--- src/design/nvs_pkg.sv ---
// Shared constants and types for the nonvolatile store/recall host controller.
package nvs_pkg;

	// ----------------------------------------
	// Timing
	// ----------------------------------------
	localparam int CLK_NS = 20;
	localparam int ACCESS_NS = 45;
	localparam int ACCESS_CYC = (ACCESS_NS + CLK_NS - 1) / CLK_NS;
	localparam int SYNC_LAT = 3;
	localparam int STROBE_CYC = ACCESS_CYC + SYNC_LAT;
	localparam int STORE_US = 10000;
	localparam int STORE_CYC = STORE_US * 1000 / CLK_NS;
	localparam int RECALL_US = 20;
	localparam int RECALL_CYC = RECALL_US * 1000 / CLK_NS;
	localparam int LINE_LOW_NS = 200;
	localparam int LINE_LOW_CYC = (LINE_LOW_NS + CLK_NS - 1) / CLK_NS;

	// ----------------------------------------
	// Trigger addresses
	// ----------------------------------------
	localparam logic [12:0] TRIG_ADDR0 = 13'h0000;
	localparam logic [12:0] TRIG_ADDR1 = 13'h1555;
	localparam logic [12:0] TRIG_ADDR2 = 13'h0AAA;
	localparam logic [12:0] TRIG_ADDR3 = 13'h1FFF;
	localparam logic [12:0] TRIG_ADDR4 = 13'h10F0;
	localparam logic [12:0] TRIG_ADDR5 = 13'h0F0F;
	localparam logic [2:0] TRIG_LAST = 3'h5;

	// ----------------------------------------
	// Types
	// ----------------------------------------
	typedef enum logic [2:0] {OP_READ, OP_WRITE, OP_SW_STORE, OP_SW_RECALL, OP_HW_STORE} nvs_op_t;

	typedef enum logic [2:0] {ST_IDLE, ST_SETUP, ST_STROBE, ST_GAP, ST_HW_PULL, ST_WAIT_XFER,
		ST_WAIT_LINE} nvs_state_t;

	typedef struct packed {
		nvs_op_t op;
		logic [12:0] addr;
		logic [7:0] data;
	} nvs_cmd_t;

	typedef struct packed {
		logic [12:0] addr;
		logic [7:0] dqOut;
		logic dqOe;
		logic chipEnN;
		logic outEnN;
		logic writeEnN;
		logic lineOut;
		logic lineOe;
	} nvs_pins_t;

	typedef struct packed {
		nvs_state_t st;
		nvs_op_t op;
		logic [2:0] step;
		logic [23:0] cnt;
		nvs_pins_t pins;
		logic cmdReady;
		logic rspValid;
		logic [7:0] rspData;
	} nvs_regs_t;

	// Address of a given step of the trigger sequence.
	function automatic logic [12:0] trigAddr(input logic [2:0] step);
		case (step)
			3'h0: trigAddr = TRIG_ADDR0;
			3'h1: trigAddr = TRIG_ADDR1;
			3'h2: trigAddr = TRIG_ADDR2;
			3'h3: trigAddr = TRIG_ADDR3;
			3'h4: trigAddr = TRIG_ADDR4;
			default: trigAddr = TRIG_ADDR5;
		endcase
	endfunction

endpackage

--- src/design/nvs_sync.sv ---
// Three-stage input synchroniser that passes a change once stages two and three agree.
`timescale 1ns/1ps
module nvs_sync
	#(parameter int WIDTH = 1)
	(
	input wire logic clock,
	input wire logic rstn,
	input wire logic [WIDTH-1:0] din,
	output logic [WIDTH-1:0] dout
	);

	logic [WIDTH-1:0] s1;
	logic [WIDTH-1:0] s2;
	logic [WIDTH-1:0] s3;

	// Stage one feeds only stage two; the output follows once two and three agree.
	always_ff @(posedge clock or negedge rstn)
	begin
		if (!rstn)
		begin
			s1 <= '1;
			s2 <= '1;
			s3 <= '1;
			dout <= '1;
		end
		else
		begin
			s1 <= din;
			s2 <= s1;
			s3 <= s2;
			if (s2 == s3)
			begin
				dout <= s3;
			end
		end
	end

endmodule

--- src/design/nvs_host.sv ---
// Host controller that drives an 8K x 8 nonvolatile SRAM and starts its stores and recalls.
`timescale 1ns/1ps
module nvs_host
	import nvs_pkg::*;
	#(
	parameter int STORE_WAIT = STORE_CYC,
	parameter int RECALL_WAIT = RECALL_CYC
	)
	(
	input wire logic clock,
	input wire logic rstn,
	input wire logic cmdValid,
	input wire nvs_cmd_t cmd,
	output logic cmdReady,
	output logic rspValid,
	output logic [7:0] rspData,
	output logic xferBusy,
	output logic [12:0] memAddr,
	output logic [7:0] memDqOut,
	output logic memDqOe,
	input wire logic [7:0] memDqIn,
	output logic memChipEnN,
	output logic memOutEnN,
	output logic memWriteEnN,
	output logic storeBusyLineOut,
	output logic storeBusyLineOe,
	input wire logic storeBusyLineIn
	);

	// ----------------------------------------
	// Pin synchronisation
	// ----------------------------------------
	logic [8:0] syncOut;
	logic lineHigh;
	logic [7:0] dqSync;

	nvs_sync #(.WIDTH(9)) uSync (
		.clock(clock),
		.rstn(rstn),
		.din({memDqIn, storeBusyLineIn}),
		.dout(syncOut)
	);

	// Synchronised data bus and store/busy line level.
	assign lineHigh = syncOut[0];
	assign dqSync = syncOut[8:1];

	// ----------------------------------------
	// State
	// ----------------------------------------
	nvs_regs_t r;
	nvs_regs_t next_r;
	logic isSeq;

	// Trigger sequences run as back-to-back reads with no foreign access between.
	assign isSeq = (r.op == OP_SW_STORE) || (r.op == OP_SW_RECALL);

	// Next-state logic for the whole controller.
	always_comb
	begin
		next_r = r;
		next_r.rspValid = 1'b0;
		next_r.pins.lineOut = 1'b0;
		case (r.st)
			ST_IDLE:
			begin
				// No access starts while any device on the shared line is storing.
				next_r.cmdReady = lineHigh;
				if (cmdValid && r.cmdReady)
				begin
					next_r.cmdReady = 1'b0;
					next_r.op = cmd.op;
					next_r.step = 3'h0;
					case (cmd.op)
						OP_READ, OP_WRITE:
						begin
							next_r.pins.addr = cmd.addr;
							next_r.pins.dqOut = cmd.data;
							next_r.pins.dqOe = (cmd.op == OP_WRITE);
							next_r.st = ST_SETUP;
						end
						OP_SW_STORE, OP_SW_RECALL:
						begin
							next_r.pins.addr = trigAddr(3'h0);
							next_r.st = ST_SETUP;
						end
						OP_HW_STORE:
						begin
							next_r.pins.lineOe = 1'b1;
							next_r.cnt = 24'(LINE_LOW_CYC);
							next_r.st = ST_HW_PULL;
						end
						default:
						begin
							next_r.st = ST_IDLE;
						end
					endcase
				end
			end
			ST_SETUP:
			begin
				// Address is stable; open the chip-enable strobe.
				next_r.pins.chipEnN = 1'b0;
				next_r.pins.writeEnN = (r.op != OP_WRITE);
				next_r.pins.outEnN = (r.op != OP_READ);
				next_r.cnt = 24'(STROBE_CYC);
				next_r.st = ST_STROBE;
			end
			ST_STROBE:
			begin
				next_r.cnt = r.cnt - 24'h000001;
				if (r.cnt == 24'h000001)
				begin
					next_r.pins.chipEnN = 1'b1;
					next_r.pins.writeEnN = 1'b1;
					next_r.pins.outEnN = 1'b1;
					next_r.rspValid = (r.op == OP_READ);
					next_r.rspData = dqSync;
					next_r.st = ST_GAP;
				end
			end
			ST_GAP:
			begin
				// Data is held one cycle past the strobe for write hold time.
				next_r.pins.dqOe = 1'b0;
				if (isSeq && (r.step == TRIG_LAST))
				begin
					// Sixth read issued; the transfer now runs inside the device.
					next_r.cnt = (r.op == OP_SW_RECALL) ? 24'(RECALL_WAIT) : 24'(STORE_WAIT);
					next_r.st = ST_WAIT_XFER;
				end
				else if (isSeq)
				begin
					next_r.step = r.step + 3'h1;
					next_r.pins.addr = trigAddr(r.step + 3'h1);
					next_r.st = ST_SETUP;
				end
				else
				begin
					next_r.st = ST_IDLE;
				end
			end
			ST_HW_PULL:
			begin
				next_r.cnt = r.cnt - 24'h000001;
				if (r.cnt == 24'h000001)
				begin
					// Release after the minimum width; the device keeps the line low.
					next_r.pins.lineOe = 1'b0;
					next_r.cnt = 24'(STORE_WAIT);
					next_r.st = ST_WAIT_XFER;
				end
			end
			ST_WAIT_XFER:
			begin
				// Chip stays deselected for the whole transfer.
				next_r.cnt = r.cnt - 24'h000001;
				if (r.cnt == 24'h000001)
				begin
					next_r.st = ST_WAIT_LINE;
				end
			end
			ST_WAIT_LINE:
			begin
				if (lineHigh)
				begin
					next_r.st = ST_IDLE;
				end
			end
			default:
			begin
				next_r.st = ST_IDLE;
			end
		endcase
	end

	// Register the whole state.
	always_ff @(posedge clock or negedge rstn)
	begin
		if (!rstn)
		begin
			r.st <= ST_IDLE;
			r.op <= OP_READ;
			r.step <= 3'h0;
			r.cnt <= 24'h000000;
			r.pins.addr <= 13'h0000;
			r.pins.dqOut <= 8'h00;
			r.pins.dqOe <= 1'b0;
			r.pins.chipEnN <= 1'b1;
			r.pins.outEnN <= 1'b1;
			r.pins.writeEnN <= 1'b1;
			r.pins.lineOut <= 1'b0;
			r.pins.lineOe <= 1'b0;
			r.cmdReady <= 1'b0;
			r.rspValid <= 1'b0;
			r.rspData <= 8'h00;
		end
		else
		begin
			r <= next_r;
		end
	end

	// ----------------------------------------
	// Outputs
	// ----------------------------------------
	assign cmdReady = r.cmdReady;
	assign rspValid = r.rspValid;
	assign rspData = r.rspData;
	assign memAddr = r.pins.addr;
	assign memDqOut = r.pins.dqOut;
	assign memDqOe = r.pins.dqOe;
	assign memChipEnN = r.pins.chipEnN;
	assign memOutEnN = r.pins.outEnN;
	assign memWriteEnN = r.pins.writeEnN;
	assign storeBusyLineOut = r.pins.lineOut;
	assign storeBusyLineOe = r.pins.lineOe;

	// Busy flag is its own flop, loaded from a decode of the next state.
	logic busyFlop;
	always_ff @(posedge clock or negedge rstn)
	begin
		if (!rstn)
		begin
			busyFlop <= 1'b0;
		end
		else
		begin
			busyFlop <= (next_r.st == ST_WAIT_XFER) || (next_r.st == ST_WAIT_LINE)
				|| (next_r.st == ST_HW_PULL);
		end
	end
	assign xferBusy = busyFlop;

	// ----------------------------------------
	// Assertions
	// ----------------------------------------
	a_first_trigger: assert property (@(posedge clock) disable iff (!rstn)
		(r.st == ST_STROBE && isSeq && r.step == 3'h0) |-> r.pins.addr == 13'h0000)
		else $error("First trigger read not at address zero.");

	a_second_trigger: assert property (@(posedge clock) disable iff (!rstn)
		(r.st == ST_STROBE && isSeq && r.step == 3'h1) |-> r.pins.addr == 13'h1555)
		else $error("Second trigger read at wrong address.");

	a_sixth_trigger: assert property (@(posedge clock) disable iff (!rstn)
		(r.st == ST_STROBE && isSeq && r.step == 3'h5) |-> r.pins.addr == 13'h0F0F)
		else $error("Sixth trigger read at wrong address.");

	a_trigger_read_only: assert property (@(posedge clock) disable iff (!rstn)
		(isSeq && !r.pins.chipEnN) |-> (r.pins.writeEnN && !r.pins.dqOe))
		else $error("Trigger access is not a read.");

	a_recall_wait: assert property (@(posedge clock) disable iff (!rstn)
		(r.st == ST_GAP && r.op == OP_SW_RECALL && r.step == 3'h5)
		|=> (r.st == ST_WAIT_XFER && r.cnt == 24'(RECALL_WAIT)))
		else $error("Recall wait not loaded after sixth read.");

	a_seq_no_gap: assert property (@(posedge clock) disable iff (!rstn)
		(r.st == ST_GAP && isSeq && r.step != 3'h5) |=> (r.st == ST_SETUP ##1 !r.pins.chipEnN))
		else $error("Trigger reads not back to back.");

	a_line_pull_width: assert property (@(posedge clock) disable iff (!rstn)
		$rose(r.pins.lineOe) |-> r.pins.lineOe [*8])
		else $error("Store/busy line released too early.");

	a_xfer_deselect: assert property (@(posedge clock) disable iff (!rstn)
		(r.st == ST_WAIT_XFER || r.st == ST_WAIT_LINE) |-> (r.pins.chipEnN && !r.pins.dqOe))
		else $error("Chip selected during a transfer.");

	a_line_low_only: assert property (@(posedge clock) disable iff (!rstn)
		!r.pins.lineOut)
		else $error("Store/busy line driven high.");

	a_wait_line_high: assert property (@(posedge clock) disable iff (!rstn)
		(r.st == ST_WAIT_LINE && !lineHigh) |=> r.st == ST_WAIT_LINE)
		else $error("Left line wait while line still low.");

endmodule

--- config.mk ---
export PLATFORM = sky130hd
export DESIGN_NAME = nvs_host
export DESIGN_NICKNAME = d
export VERILOG_FILES = /design/src/design/nvs_pkg.sv /design/src/design/nvs_sync.sv /design/src/design/nvs_host.sv
export SDC_FILE = /design/constraint.sdc
export NUM_CORES = 1
export LEC_CHECK = 0
export ABC_AREA = 1
export BUFFER_PORTS_ARGS = -buffer_cell sky130_fd_sc_hd__buf_2
export CORE_UTILIZATION = 52
export DETAILED_ROUTE_END_ITERATION = 8
export PLACE_DENSITY = 0.75
export SYNTH_ARGS = -nofsm -noshare
export SYNTH_HDL_FRONTEND = slang
export SYNTH_HIERARCHICAL = 1
export SYNTH_SLANG_ARGS = --single-unit
--- constraint.sdc ---
create_clock -name clock -period 1.7 [get_ports clock]
set_clock_uncertainty 0.05 [all_clocks]
set_input_delay 0.255 -clock clock [delete_from_list [all_inputs] [get_ports clock]]
set_output_delay 0.255 -clock clock [all_outputs]
set_load 0.02 [all_outputs]
# Yosys cells after proc, flatten, opt, wreduce, memory -nomap -nowiden

Index checks and enable logic that the tools add are counted.
W data, S select, Z words.

Multiplexer cells: 32
Add/sub/neg operators: 2
Eq/ne operators: 32
Reductions and logical operators: 27

Operators with widths:

| operator                | number |
|---|---|
| $pmux W24 S5            | 1 |
| $mux W24                | 3 |
| $pmux W13 S5            | 1 |
| $mux W55                | 1 |
| $pmux W13 S2            | 2 |
| $eq A3 B3 Y1 const B    | 9 |
| $mux W9                 | 3 |
| $mux W13                | 2 |
| $eq A24 B1 Y1 const B   | 1 |
| $eq A3 B2 Y1 const B    | 8 |
| $mux W3                 | 8 |
| $sub A24 B1 Y24 const B | 1 |
| $pmux W3 S7             | 1 |
| $mux W19                | 1 |
| $pmux W3 S2             | 3 |
| $logic_not A3 Y1        | 4 |
| $ne A2 B2 Y1 const B    | 6 |
| $reduce_and A4 Y1       | 3 |
| $eq A3 B1 Y1 const B    | 3 |
| $eq A9 B9 Y1            | 1 |
| $ne A3 B1 Y1 const B    | 2 |
| $reduce_and A2 Y1       | 3 |
| $reduce_and A3 Y1       | 2 |
| $reduce_bool A2 Y1      | 3 |
| other kinds (12)        | 21 |

Output and inout bits: 38
Register bits after elaboration: 106
Input bits: 36
Logic and storage cells: 112

# Longest topological paths before layout

Gate-level depths: netlist of run 1.

Depth after elaboration: 8
Mapped depth: 11
Gate-level depth less buffers: 11

# Modules after synthesis

The synthesis of run 1 kept the hierarchy.

By module, submodules not included:

| module   | instances | sequential area each (um^2) | area an instance (um^2) | cells each |
|---|---|---|---|---|
| nvs_host | 1         | 1755.4                      | 4091.4                  | 540 |
| nvs_sync | 1         | 945.9                       | 1257.5                  | 92 |

# Least setup slack after synthesis of run 1

OpenSTA, ideal clock, no wires.

Path kind: register to register
From: register r[61] in the netlist's numbering
To: register r, in the netlist memAddr[0]
Path buffers: 0
Setup slack: -0.069 ns
Data required time: 1.516 ns
Cell stages (with the launch flop): 9
Setup time: 0.134 ns
Clock period less this slack: 1.769 ns
Data arrival time: 1.585 ns
Cell sequence: dfrtp_1 > ha_1 > ha_1 > inv_1 > o21ai_0 > nand2_1 > nor3_1 > o21ai_0 > a21oi_1

Cells in the longest elaborated chain, start to end: 6
Elaborated cells on any way between the ends: 14
Those cells by class: 1 x add/sub; 6 x eq/ne; 4 x mux; 3 x reduce/logical

Ends and longest elaborated chain:

| element                              | line            | text |
|---|---|---|
| from (decl)                          | nvs_host.sv:51  | `nvs_regs_t r;` |
| from (signal assigned)               | nvs_host.sv:200 | `r <= next_r;` |
| $add A3 B1 Y3                        | nvs_host.sv:135 | `next_r.pins.addr = trigAddr(r.step + 3'h1);` |
| $eq A3 B3 Y1 (tied with other cells) | nvs_pkg.sv:68   | `case (step)` |
| $pmux W13 S5                         | nvs_pkg.sv:68   |  |
| $mux W13                             | nvs_host.sv:132 | `else if (isSeq)` |
| $mux W13                             | nvs_host.sv:126 | `if (isSeq && (r.step == TRIG_LAST))` |
| $pmux W13 S2                         | nvs_host.sv:64  | `case (r.st)` |

Several ways; a longest one is shown, not always the timed one. The select of a mux whose other input is x is not followed.
A chain may end at the register's enable or synchronous reset.

# Final worst setup path of run 1

From: register r[68] in the netlist's numbering
To: register r[48] in the netlist's numbering

Cells in the longest elaborated chain, start to end: 4
Elaborated cells on any way between the ends: 13
Those cells by class: 8 x eq/ne; 1 x mux; 4 x reduce/logical

Ends and longest elaborated chain:

| element                                      | line |
|---|---|
| $eq A3 B3 Y1 or $eq A3 B2 Y1 (tied branches) | nvs_host.sv:64 |
| $reduce_or A2 Y1 (no source line)            | - |
| $reduce_bool A5 Y1 (no source line)          | - |
| $reduce_and A4 Y1 (no source line)           | - |

Several ways; a longest one is shown, not always the timed one.

==> metrics.txt, run 1 <==
status finished with violations; failing checks negative setup slack; Seq/Total Area, Yosys 50.5%; synthesis-to-finish area growth 36.1%; pre-CTS WS -184 ps; initial DRC count roughly 300; WL per Instance 15.1 um; post-layout minimum cycle time about 1800 ps; # DRC 0; RePlAce Congestion between 0.8 and 0.9; Pleak ~3.6 nW; dpl hpwl just over 9 mm; R2R setup slack -60 ps; Inserted Clock Buffers 9; detailed-route via count approximately 4800; CP Class reg -> reg; Hold Fails Final Rpt 0; total grt overflow 0; Post-synth EDFFs 0; max cap viols 0; total power 4.48 mW; CTS tree done; antenna fix cells 0; Root Driver clkbuf_8; Crit path top cell by count buf_6; maximum VDD drop 0.000505 V; max incr delay on CP approximately 420 ps; synthesized instance count between 600 and 700; worst min path class in -> reg; Die X slightly above 100 um; critical path required time between 1500 and 2000 ps; fmax between 500 and 600 MHz; synthesized area 0.00535 sq mm; clock sinks about 110; most frequent cells after synthesis nand2_1 (166), nor2_1 (85), dfrtp_1 (67); main flop type after synthesis dfrtp_1; Worst setup SP type flop; Area contributors post-synth dfrtp_1 (31%), dfstp_2 (19%), nand2_1 (12%), nor2_1 (6.0%), buf_4 (4.5%); latest clock arrival within the worst-skew pair slightly below 400 ps; TritonRoute pass-1 iters 5; critical path's slowest cell dfrtp_1; largest net degree at the start of global routing 32; Max Slew Vio Count 0; Final Instance Count excl. Fillers roughly 940; RSZ-0062 raised after global routing yes; initial antenna violation count 0; Port Buf Inserts approximately 70; most frequent cell after synthesis nand2_1; worst path cell trace inv_4 -> nor3_4 -> buf_6 -> nand2_4 -> nand3_4 -> buf_6 -> buf_6 -> nor2_2 -> o21ai_1 -> nor2_1; Worst Path Arrival about 2000 ps; nets ~840; antenna viol nets, final 0; synthesis-stage register bit count 106; Final setup viols 16; DIE AREA around 0.011 sq mm; std cell rows 36; CP delay by family, top buffers and inverters; H-Tree Depth 3; power density over cell area roughly 620 mW/mm^2; net count after synthesis approximately 680; Critical Path Sink Type flop; Yosys top cell area share 31.3%; first-pass GRT wire length roughly 20 mm; yosys synthesis warning count 6; Vias/cell 5.13; Async SR Flop Fraction between 90% and 100%; Max Root-Sink Buffers 2; vias in the first global route ~4500; Die Ht about 100 um; Cells after DPL approximately 880; Routed WL approximately 14 mm; final core utilization between 70% and 80%; worst-path fanout max 7; syn avg cell area around 8.5 sq um; Total GRT Usage ~25%; Buf/Inv on CP 4; Core ar. roughly 0.01 sq mm; share of cells above drive strength 1 46.7%; Yosys top cell by area dfrtp_1; Distinct cells, synth 41; initial cell density of the core a little over half; final worst-path cycle share 103%; final worst setup slack -56.8 ps; io pins 74; clk slew on worst S/H paths roughly 120 ps
logic make-up (layout without fill, tap and decap cells):
| logic type | count (synthesis) | in the layout | share of synthesized area [%] |
|---|---|---|---|
| buffers and inverters | 98 | 268 | 9.45 |
| multiplexers | 8 | 8 | 1.68 |
| AO/OA/AOI/OAI | 56 | 57 | 5.80 |
| AND/OR/NAND/NOR | 343 | 343 | 28.7 |
| XOR/XNOR | 13 | 13 | 2.13 |
| flip-flops | 106 | 106 | 50.5 |
| other | 1 | 1 | 0.0701 |
| adder cells (fa/ha/maj) | 7 | 7 | 1.64 |
state kept, by name, summed over array words and instances (netlist names):
register	count
cmdReady	1
memAddr	13
memChipEnN	1
memDqOe	1
memDqOut	8
memOutEnN	1
memWriteEnN	1
r	33
rspData	8
rspValid	1
storeBusyLineOe	1
uSync/dout	9
uSync/s1	9
uSync/s2	9
uSync/s3	9
xferBusy	1
routing by layer:
layer  up-vias  global-route usage [%]  share of wire, %
li1       2320                       -                 -
met1      2288                    33.5                43
met2       165                    40.5                49
met3        32                    4.97               5.3
met4         0                    8.99               2.5
met5         -                       0                 0
placed cells by master (no fill, tap or decap), types with 6 or more instances in the layout:
master         synthesis  routed
nand2_1              166     147
buf_4                 32      94
buf_2                  2      71
dfrtp_1               67      61
nor2_1                85      48
inv_1                 56      46
dfstp_2               39      39
nand3_1               41      35
nor2_2                 6      28
nand2_2                6      20
a21oi_1               22      17
nor2_4                 1      16
inv_2                  5      14
o21ai_0               24      14
buf_6                  2      14
xnor2_1               10      10
dlygate4sd3_1          0      10
nand4_1                9       9
clkbuf_8               0       9
o21ai_1                1       8
mux2_2                 8       8
nand3_2                3       6
nor3_1                11       6
nand2_4                1       6
dfrtp_2                0       6
per-stage QoR:
step / hold slack [ps] / instance area, sq um / TNS [ps]
floorplan: -90.6 / 5370 / 0
global placement: 151 / 6210 / -869
detailed placement: 155 / 6210 / -2510
CTS: 42.3 / 6720 / -416
global route: 33.5 / 7280 / -2770
finish: 46.1 / 7280 / -278
report_power, final:
part           internal [mW]  total, mW  switching, mW
registers               2.62       2.66         0.0324
clock network          0.591       1.59          0.997
logic                 0.0978      0.236          0.138
total                   3.31       4.48           1.17
worst register-to-register path, delay by kind of cell, from the launching register on:
family                 cells  cell delay [ps]
AOI/OAI and AO/OA          1              120
buffers and inverters      4              540
DFF                        1              420
and+or+nand+nor            5              540
cell type report:
cell class / count / area (sq um)
tap: 133 / 166
clock inverter: 7 / 76.3
multi-input combinational: 429 / 2620
timing repair buffer: 191 / 1360
inverter: 61 / 231
sequential: 106 / 2710
fill: 680 / 2580
clock buffer: 9 / 124
final timing paths:
path | start | endpoint | depth (start not counted)
max in group asynchronous | rstn | r[44]$_DFFE_PN0P_ | 3
setup reg to reg | r[68]$_DFF_PN0_ | r[48]$_DFFE_PN0P_ | 10
hold reg to reg | uSync/s1[6]$_DFF_PN1_ | uSync/s2[6]$_DFF_PN1_ | 0
min in group asynchronous | rstn | memAddr[5]$_DFFE_PN0P_ | 2
hold / removal | cmd[14] | memAddr[6]$_DFFE_PN0P_ | 3
setup / recovery | r[68]$_DFF_PN0_ | r[48]$_DFFE_PN0P_ | 10
repair_timing:
item / CTS / global route
buffers inserted: 10 / 23
setup endpoints to repair: 47 / 62
gates cloned: 0 / 1
hold endpoints to repair: 31 / 0
pin swaps: 7 / 40
hold buffers: 10 / 0
gates resized for setup: 43 / 117
Note: power is estimated with default switching activity, not from simulation.
==> run 2: changes to the inputs <==
- CORE_UTILIZATION: 52 -> 50
- GPL_TIMING_DRIVEN: default -> 0
- PLACE_DENSITY: 0.75 -> 0.73
==> metrics.txt, run 2 (synthesis results as in run 1) <==
status finished with violations; failing checks negative setup slack; Max Slew Vio Count 0 (unchanged); Top reg by flops r; largest net degree at the start of global routing 75 (+130%); worst-path fanout max 5 (-2); finished layout cell area 0.00669 sq mm (-8.1%); power density over cell area 674 mW/mm^2 (+9.5%); Root Driver clkbuf_8; Crit path depth 9 (-1); max incr delay on CP 440 ps (+20 ps); final hold slack 50.5 ps (+4.36 ps); final core utilization 64.5% (-9.3 points); initial cell density of the core 51.6% (-2.6 points); Vias/cell 5.04 (-1.9%); Sequential cell area 0.00271 sq mm (unchanged); Max Root-Sink Buffers 2 (unchanged); Hold Path Stages 2 (-1); Total GRT Usage 22.1% (-2.9 points); fillers 851 (+25%); Final Instance Count excl. Fillers 888 (-5.1%); R2R depth 9 (-1); post-layout minimum cycle time 1750 ps (-2.10 ps); total power 4.51 mW (+0.64%); Area after DPL 0.00593 sq mm (-4.6%); share of cells above drive strength 1 37.9% (-8.8 points); first-pass GRT wire length 19.4 mm (-4.9%); Hold Fails Final Rpt 0 (unchanged); H-Tree Depth 3 (unchanged); dpl hpwl 8.25 mm (-10%); final worst-path cycle share 103% (-0.12 points); Core ar. 0.0104 sq mm (+5.1%); io pins 74 (unchanged); synthesis-to-finish area growth 25.1%; CTS tree done; antenna fix cells 0 (unchanged); Cells after DPL 841 (-4.0%); CP Class reg -> reg; RePlAce Congestion 0.895 (-0.10%); most frequent cells in the layout nand2_1 (156), buf_2 (71), nor2_1 (63); Worst Path Arrival 1990 ps (about the same); DIE AREA 0.0111 sq mm (+3.9%); worst path cell trace nor2_2 -> nand3_2 -> nand2_4 -> nand3_4 -> buf_6 -> nor2_1 -> o21ai_0 -> nand2_1 -> inv_1; TritonRoute pass-1 iters 5 (unchanged); latest clock arrival within the worst-skew pair 390 ps (about the same); Pleak 3.29 nW (-7.6%); final worst setup slack -54.7 ps (+2.10 ps); Die X 105 um (+1.9%); Final setup viols 25 (+9); initial antenna violation count 0 (unchanged); Inserted Clock Buffers 9 (unchanged); critical path required time 1930 ps (about the same); Worst setup SP type flop; vias in the first global route 4167 (-6.5%); Critical Path Sink Type flop; max cap viols 0 (unchanged); initial DRC count 237 (-20%); std cell rows 37 (+2.8%); detailed-route via count 4473 (-6.9%); Largest register FFs 33 (unchanged); WL per Instance 13.3 um (-12%); Port Buf Inserts 72 (unchanged); worst min path class in -> reg; critical path's slowest cell dfrtp_1; Die Ht 105 um (+1.9%); maximum VDD drop 0.000622 V (+23%); Buf/Inv on CP 2 (-2); fmax 570 MHz (+0.12%); CP delay by family, top simple AND/OR/NAND/NOR gates; total grt overflow 0 (unchanged); clk slew on worst S/H paths 120 ps (about the same); antenna viol nets, final 0 (unchanged); most common cell after layout, fill and taps aside nand2_1; # DRC 0 (unchanged); clock sinks 106 (unchanged); RSZ-0062 raised after global routing yes; Routed WL 11.8 mm (-16%); Multi-input gate area 0.00243 sq mm (-7.0%); nets 790 (-6.1%)
-- run 2: what timing repair did --
action	in CTS	in global routing
hold buffers	10	0
buffers inserted	10	9
gates resized for setup	46	49
endpoints found under the hold margin	34	0
gates cloned	2	0
pin swaps	10	11
endpoints found under the setup margin	58	63
-- run 2: metrics by stage --
step	setup slack (ps)	setup TNS (ps)
after floorplan	14.4	0
after global placement	-805	-68280
after detailed placement	-283	-6950
after CTS	-60.5	-445
after global routing	-155	-4320
final	-54.7	-515
-- run 2: final cells by class --
class                      count  area share (%)
timing repair buffer         103            9.63
sequential                   106            40.5
buffer                        37            4.38
clock buffer                   9            1.85
tap                          136            2.54
inverter                      61            3.46
multi-input combinational    429            36.3
clock inverter                 7            1.33
-- run 2: metal layers --
layer	GRT usage, %	part of all wire [%]	up-vias
li1	-	-	2212
met3	5.26	5.6	18
met5	0	0	-
met4	7.55	1.7	0
met2	34.9	47	131
met1	29.9	45	2112
-- run 2: worst paths after layout --
path / slack, ps / endpoint / startpoint
setup / recovery: -50 / r[40]$_DFFE_PN0P_ / r[66]$_DFFE_PN0P_
setup reg to reg: -50 / r[40]$_DFFE_PN0P_ / r[66]$_DFFE_PN0P_
min in group asynchronous: 310 / r[48]$_DFFE_PN0P_ / rstn
hold / removal: 50 / memDqOut[6]$_DFFE_PN0P_ / cmd[6]
hold reg to reg: 300 / uSync/s2[2]$_DFF_PN1_ / uSync/s1[2]$_DFF_PN1_
max in group asynchronous: 540 / memWriteEnN$_DFFE_PN1P_ / rstn
-- run 2: power breakdown --
part	total, mW	switching (mW)	internal [mW]
clock network	1.63	1.02	0.608
logic	0.223	0.133	0.0906
registers	2.65	0.0321	2.62
total	4.51	1.19	3.32
==> run 3: changes to the inputs <==
- ABC_AREA: 1 -> 0
==> metrics.txt, run 3 <==
antenna fix cells 0 (unchanged); TritonRoute pass-1 iters 6 (+1); R2R depth 6 (-3); Port Buf Inserts 72 (unchanged); Cells after DPL 667 (-21%); Root Driver clkbuf_8; capturing point of the worst reg2reg path rspData[2]$_DFFE_PN0P_; RSZ-0062 raised after global routing yes; status finished with violations; largest net degree at the start of global routing 73 (-2.7%); clock sinks 106 (unchanged); Die X 103 um (-2.7%); nets 653 (-17%); share of cells above drive strength 1 59.3% (+21 points); detailed-route via count 4337 (-3.0%); Buf/Inv on CP 1 (-1); Vias/cell 5.80 (+15%); sequential power share 58.7% (-0.2 points); synthesized instance count 461 (-27%); fillers 565 (-34%); Die Ht 103 um (-2.7%); switching part of the total power 26.5% (+0.16 points); pre-CTS WS -785 ps (-502 ps); CP Class reg -> reg; std cell rows 36 (-2.7%); most frequent cells after synthesis dfrtp_1 (67), dfstp_2 (39), nand2_1 (34); latest clock arrival within the worst-skew pair 400 ps (about the same); Core ar. 0.00977 sq mm (-5.7%); clk slew on worst S/H paths 130 ps (about the same); # DRC 0 (unchanged); Hold Startpoint cmd[10]; first-pass GRT wire length 20.1 mm (+3.5%); main flop type after synthesis dfrtp_1; worst-path fanout max 5 (unchanged); Internal 3.31 mW (-0.24%); Crit path depth 6 (-3); Logic pwr share 4.9% (about the same); Crit path top cell by count or3_4; CP delay by family, top simple AND/OR/NAND/NOR gates; Pleak 3.28 nW (-0.13%); Critical Path Sink Type flop; Post-synth EDFFs 0 (unchanged); Final Instance Count excl. Fillers 748 (-16%); Async SR Flop Fraction 100% (unchanged); most frequent cells in the layout buf_2 (73), buf_4 (67), dfrtp_1 (61); antenna viol nets, final 0 (unchanged); worst min path class in -> reg; Total GRT Usage 25.2% (+3.1 points); Distinct cells, synth 67 (+63%); failing checks negative setup slack; Slew headroom roughly three fifths; net count after synthesis 504 (-25%); Hold Fails Final Rpt 0 (unchanged); fmax 410 MHz (-28%); CP Capture Point rspData[2]$_DFFE_PN0P_; WL per Instance 18.2 um (+36%); maximum VDD drop 0.000387 V (-38%); Yosys top cell area share 33.2% (+1.8 points); critical path's slowest cell or4_4; P_sw 1.19 mW (+0.59%); initial antenna violation count 0 (unchanged); yosys synthesis warning count 6 (unchanged); RePlAce Congestion 0.909 (+1.6%); syn avg cell area 11.0 sq um (+30%); DIE AREA 0.0105 sq mm (-5.4%); total power 4.51 mW (about the same); crit path launch r[53]$_DFFE_PN0P_; final worst-path cycle share 144% (+40 points); R2R setup slack -740 ps (-690 ps); most frequent cell after synthesis dfrtp_1; Worst setup SP type flop; initial DRC count 251 (+5.9%); actual slew at the worst max-slew pin roughly 580 ps; Top reg by flops r; synthesized area 0.00506 sq mm (-5.5%); initial cell density of the core 51.7% (+0.16 points); Max Root-Sink Buffers 2 (unchanged); Area contributors post-synth dfrtp_1 (33%), dfstp_2 (20%), buf_4 (4.5%), mux2_2 (4.5%), o21ai_0 (3.1%); Inserted Clock Buffers 9 (unchanged); worst path cell trace or4_4 -> or3_4 -> nand2b_4 -> or3_4 -> buf_6 -> mux2_4; most common cell after layout, fill and taps aside buf_2; synthesis-to-finish area growth 44.2%; vias in the first global route 4134 (-0.79%); Largest register FFs 33 (unchanged); Yosys top cell by area dfrtp_1; critical path required time 1930 ps (about the same); max incr delay on CP 570 ps (+130 ps); CTS tree done; Routed WL 13.6 mm (+15%); Final setup viols 69 (+180%); dpl hpwl 7.52 mm (-8.9%); post-layout minimum cycle time 2440 ps (+685 ps); synthesis-stage register bit count 106 (unchanged); total grt overflow 0 (unchanged); Worst Path Arrival 2670 ps (+680 ps); Reg2Reg Launch Point r[53]$_DFFE_PN0P_; io pins 74 (unchanged); H-Tree Depth 3 (unchanged); max cap viols 0 (unchanged); Max Slew Vio Count 0 (unchanged); Clk pwr share 36.4% (+0.2 points); power density over cell area 618 mW/mm^2 (-8.2%); Seq/Total Area, Yosys 53.4% (+2.9 points); final worst setup slack -740 ps (-685 ps)
==> run 3: changes by cell type after synthesis, moves of 8 or more <==
cell and delta:
a31oi_1 +8, mux2_4 +8, nand3_1 -35, a2bb2oi_1 +8, inv_1 -47, nand2_1 -132
nor2_1 -61, mux2_2 +12, nor3_1 +17, clkbuf_1 +11
==> run 3: repair_timing <==
action / in CTS / in global routing
hold buffers: 10 / 0
endpoints found under the setup margin: 76 / 77
endpoints found under the hold margin: 43 / 0
gates resized for setup: 141 / 62
cloned: 5 / 0
setup buffers: 37 / 19
pin swaps: 42 / 31
==> run 3: kinds of logic after synthesis <==
logic type                 synth area share, %
adders and majority gates                 1.73
AOI/OAI and AO/OA                         12.9
xor gates and xnor gates                  1.73
and+or+nand+nor                           15.9
buffers and inverters                     6.61
other                                   0.0741
muxes                                     7.62
DFF                                       53.4
==> run 3: per-stage QoR <==
step,cell area (sq um),utilization [%],hold WS [ps],setup TNS [ps]
finish,7290,74.6,31.5,-28120
global route,7290,74.6,33.1,-32030
CTS,6940,71.0,27.0,-23740
detailed placement,5750,58.8,200,-33820
global placement,5720,58.5,296,-92780
floorplan,5190,-,-90.6,-18260
==> run 3: routing by layer <==
layer	part of all wire, %	global-route usage [%]	up-vias
li1	-	-	1943
met1	42	31.6	2162
met2	50	43.0	190
met3	4.9	4.61	42
met4	2.6	10.4	0
met5	0	0	-
==> run 3: worst min-delay path, stage by stage <==
cell       delay, ps
buf_2            100
nand2_1           60
a2bb2oi_2         50
==> run 3: power by group through the flow <==
stage / Sequential (mW) / Clock, mW / Combinational (mW)
2_1_floorplan: 2.68 / 0 / 0.0677
3_3_place_gp: 2.69 / 0 / 0.164
3_5_place_dp: 2.69 / 0 / 0.179
4_1_cts: 2.65 / 1.66 / 0.216
5_1_grt: 2.65 / 1.78 / 0.244
6_report: 2.65 / 1.64 / 0.221
==> run 3: layout make-up <==
class | instances | area [sq um] | share of cell area [%]
clock buffer | 9 | 124 | 1.70
buffer | 44 | 365 | 5.01
sequential | 106 | 2710 | 37.2
inverter | 9 | 33.8 | 0.463
multi-input combinational | 300 | 2780 | 38.2
tap | 133 | 166 | 2.28
clock inverter | 7 | 88.8 | 1.22
timing repair buffer | 140 | 1020 | 14.0
==> run 3: how the worst min path moves through the flow <==
stage / end / cells past startpoint
6_report: memAddr[2]$_DFFE_PN0P_ / 3
3_5_place_dp: memDqOut[3]$_DFFE_PN0P_ / 1
5_1_grt: memDqOut[0]$_DFFE_PN0P_ / 2
3_3_place_gp: uSync/s2[6]$_DFF_PN1_ / 0
2_1_floorplan: cmdReady$_DFFE_PN0P_ / 0
4_1_cts: memDqOut[7]$_DFFE_PN0P_ / 2
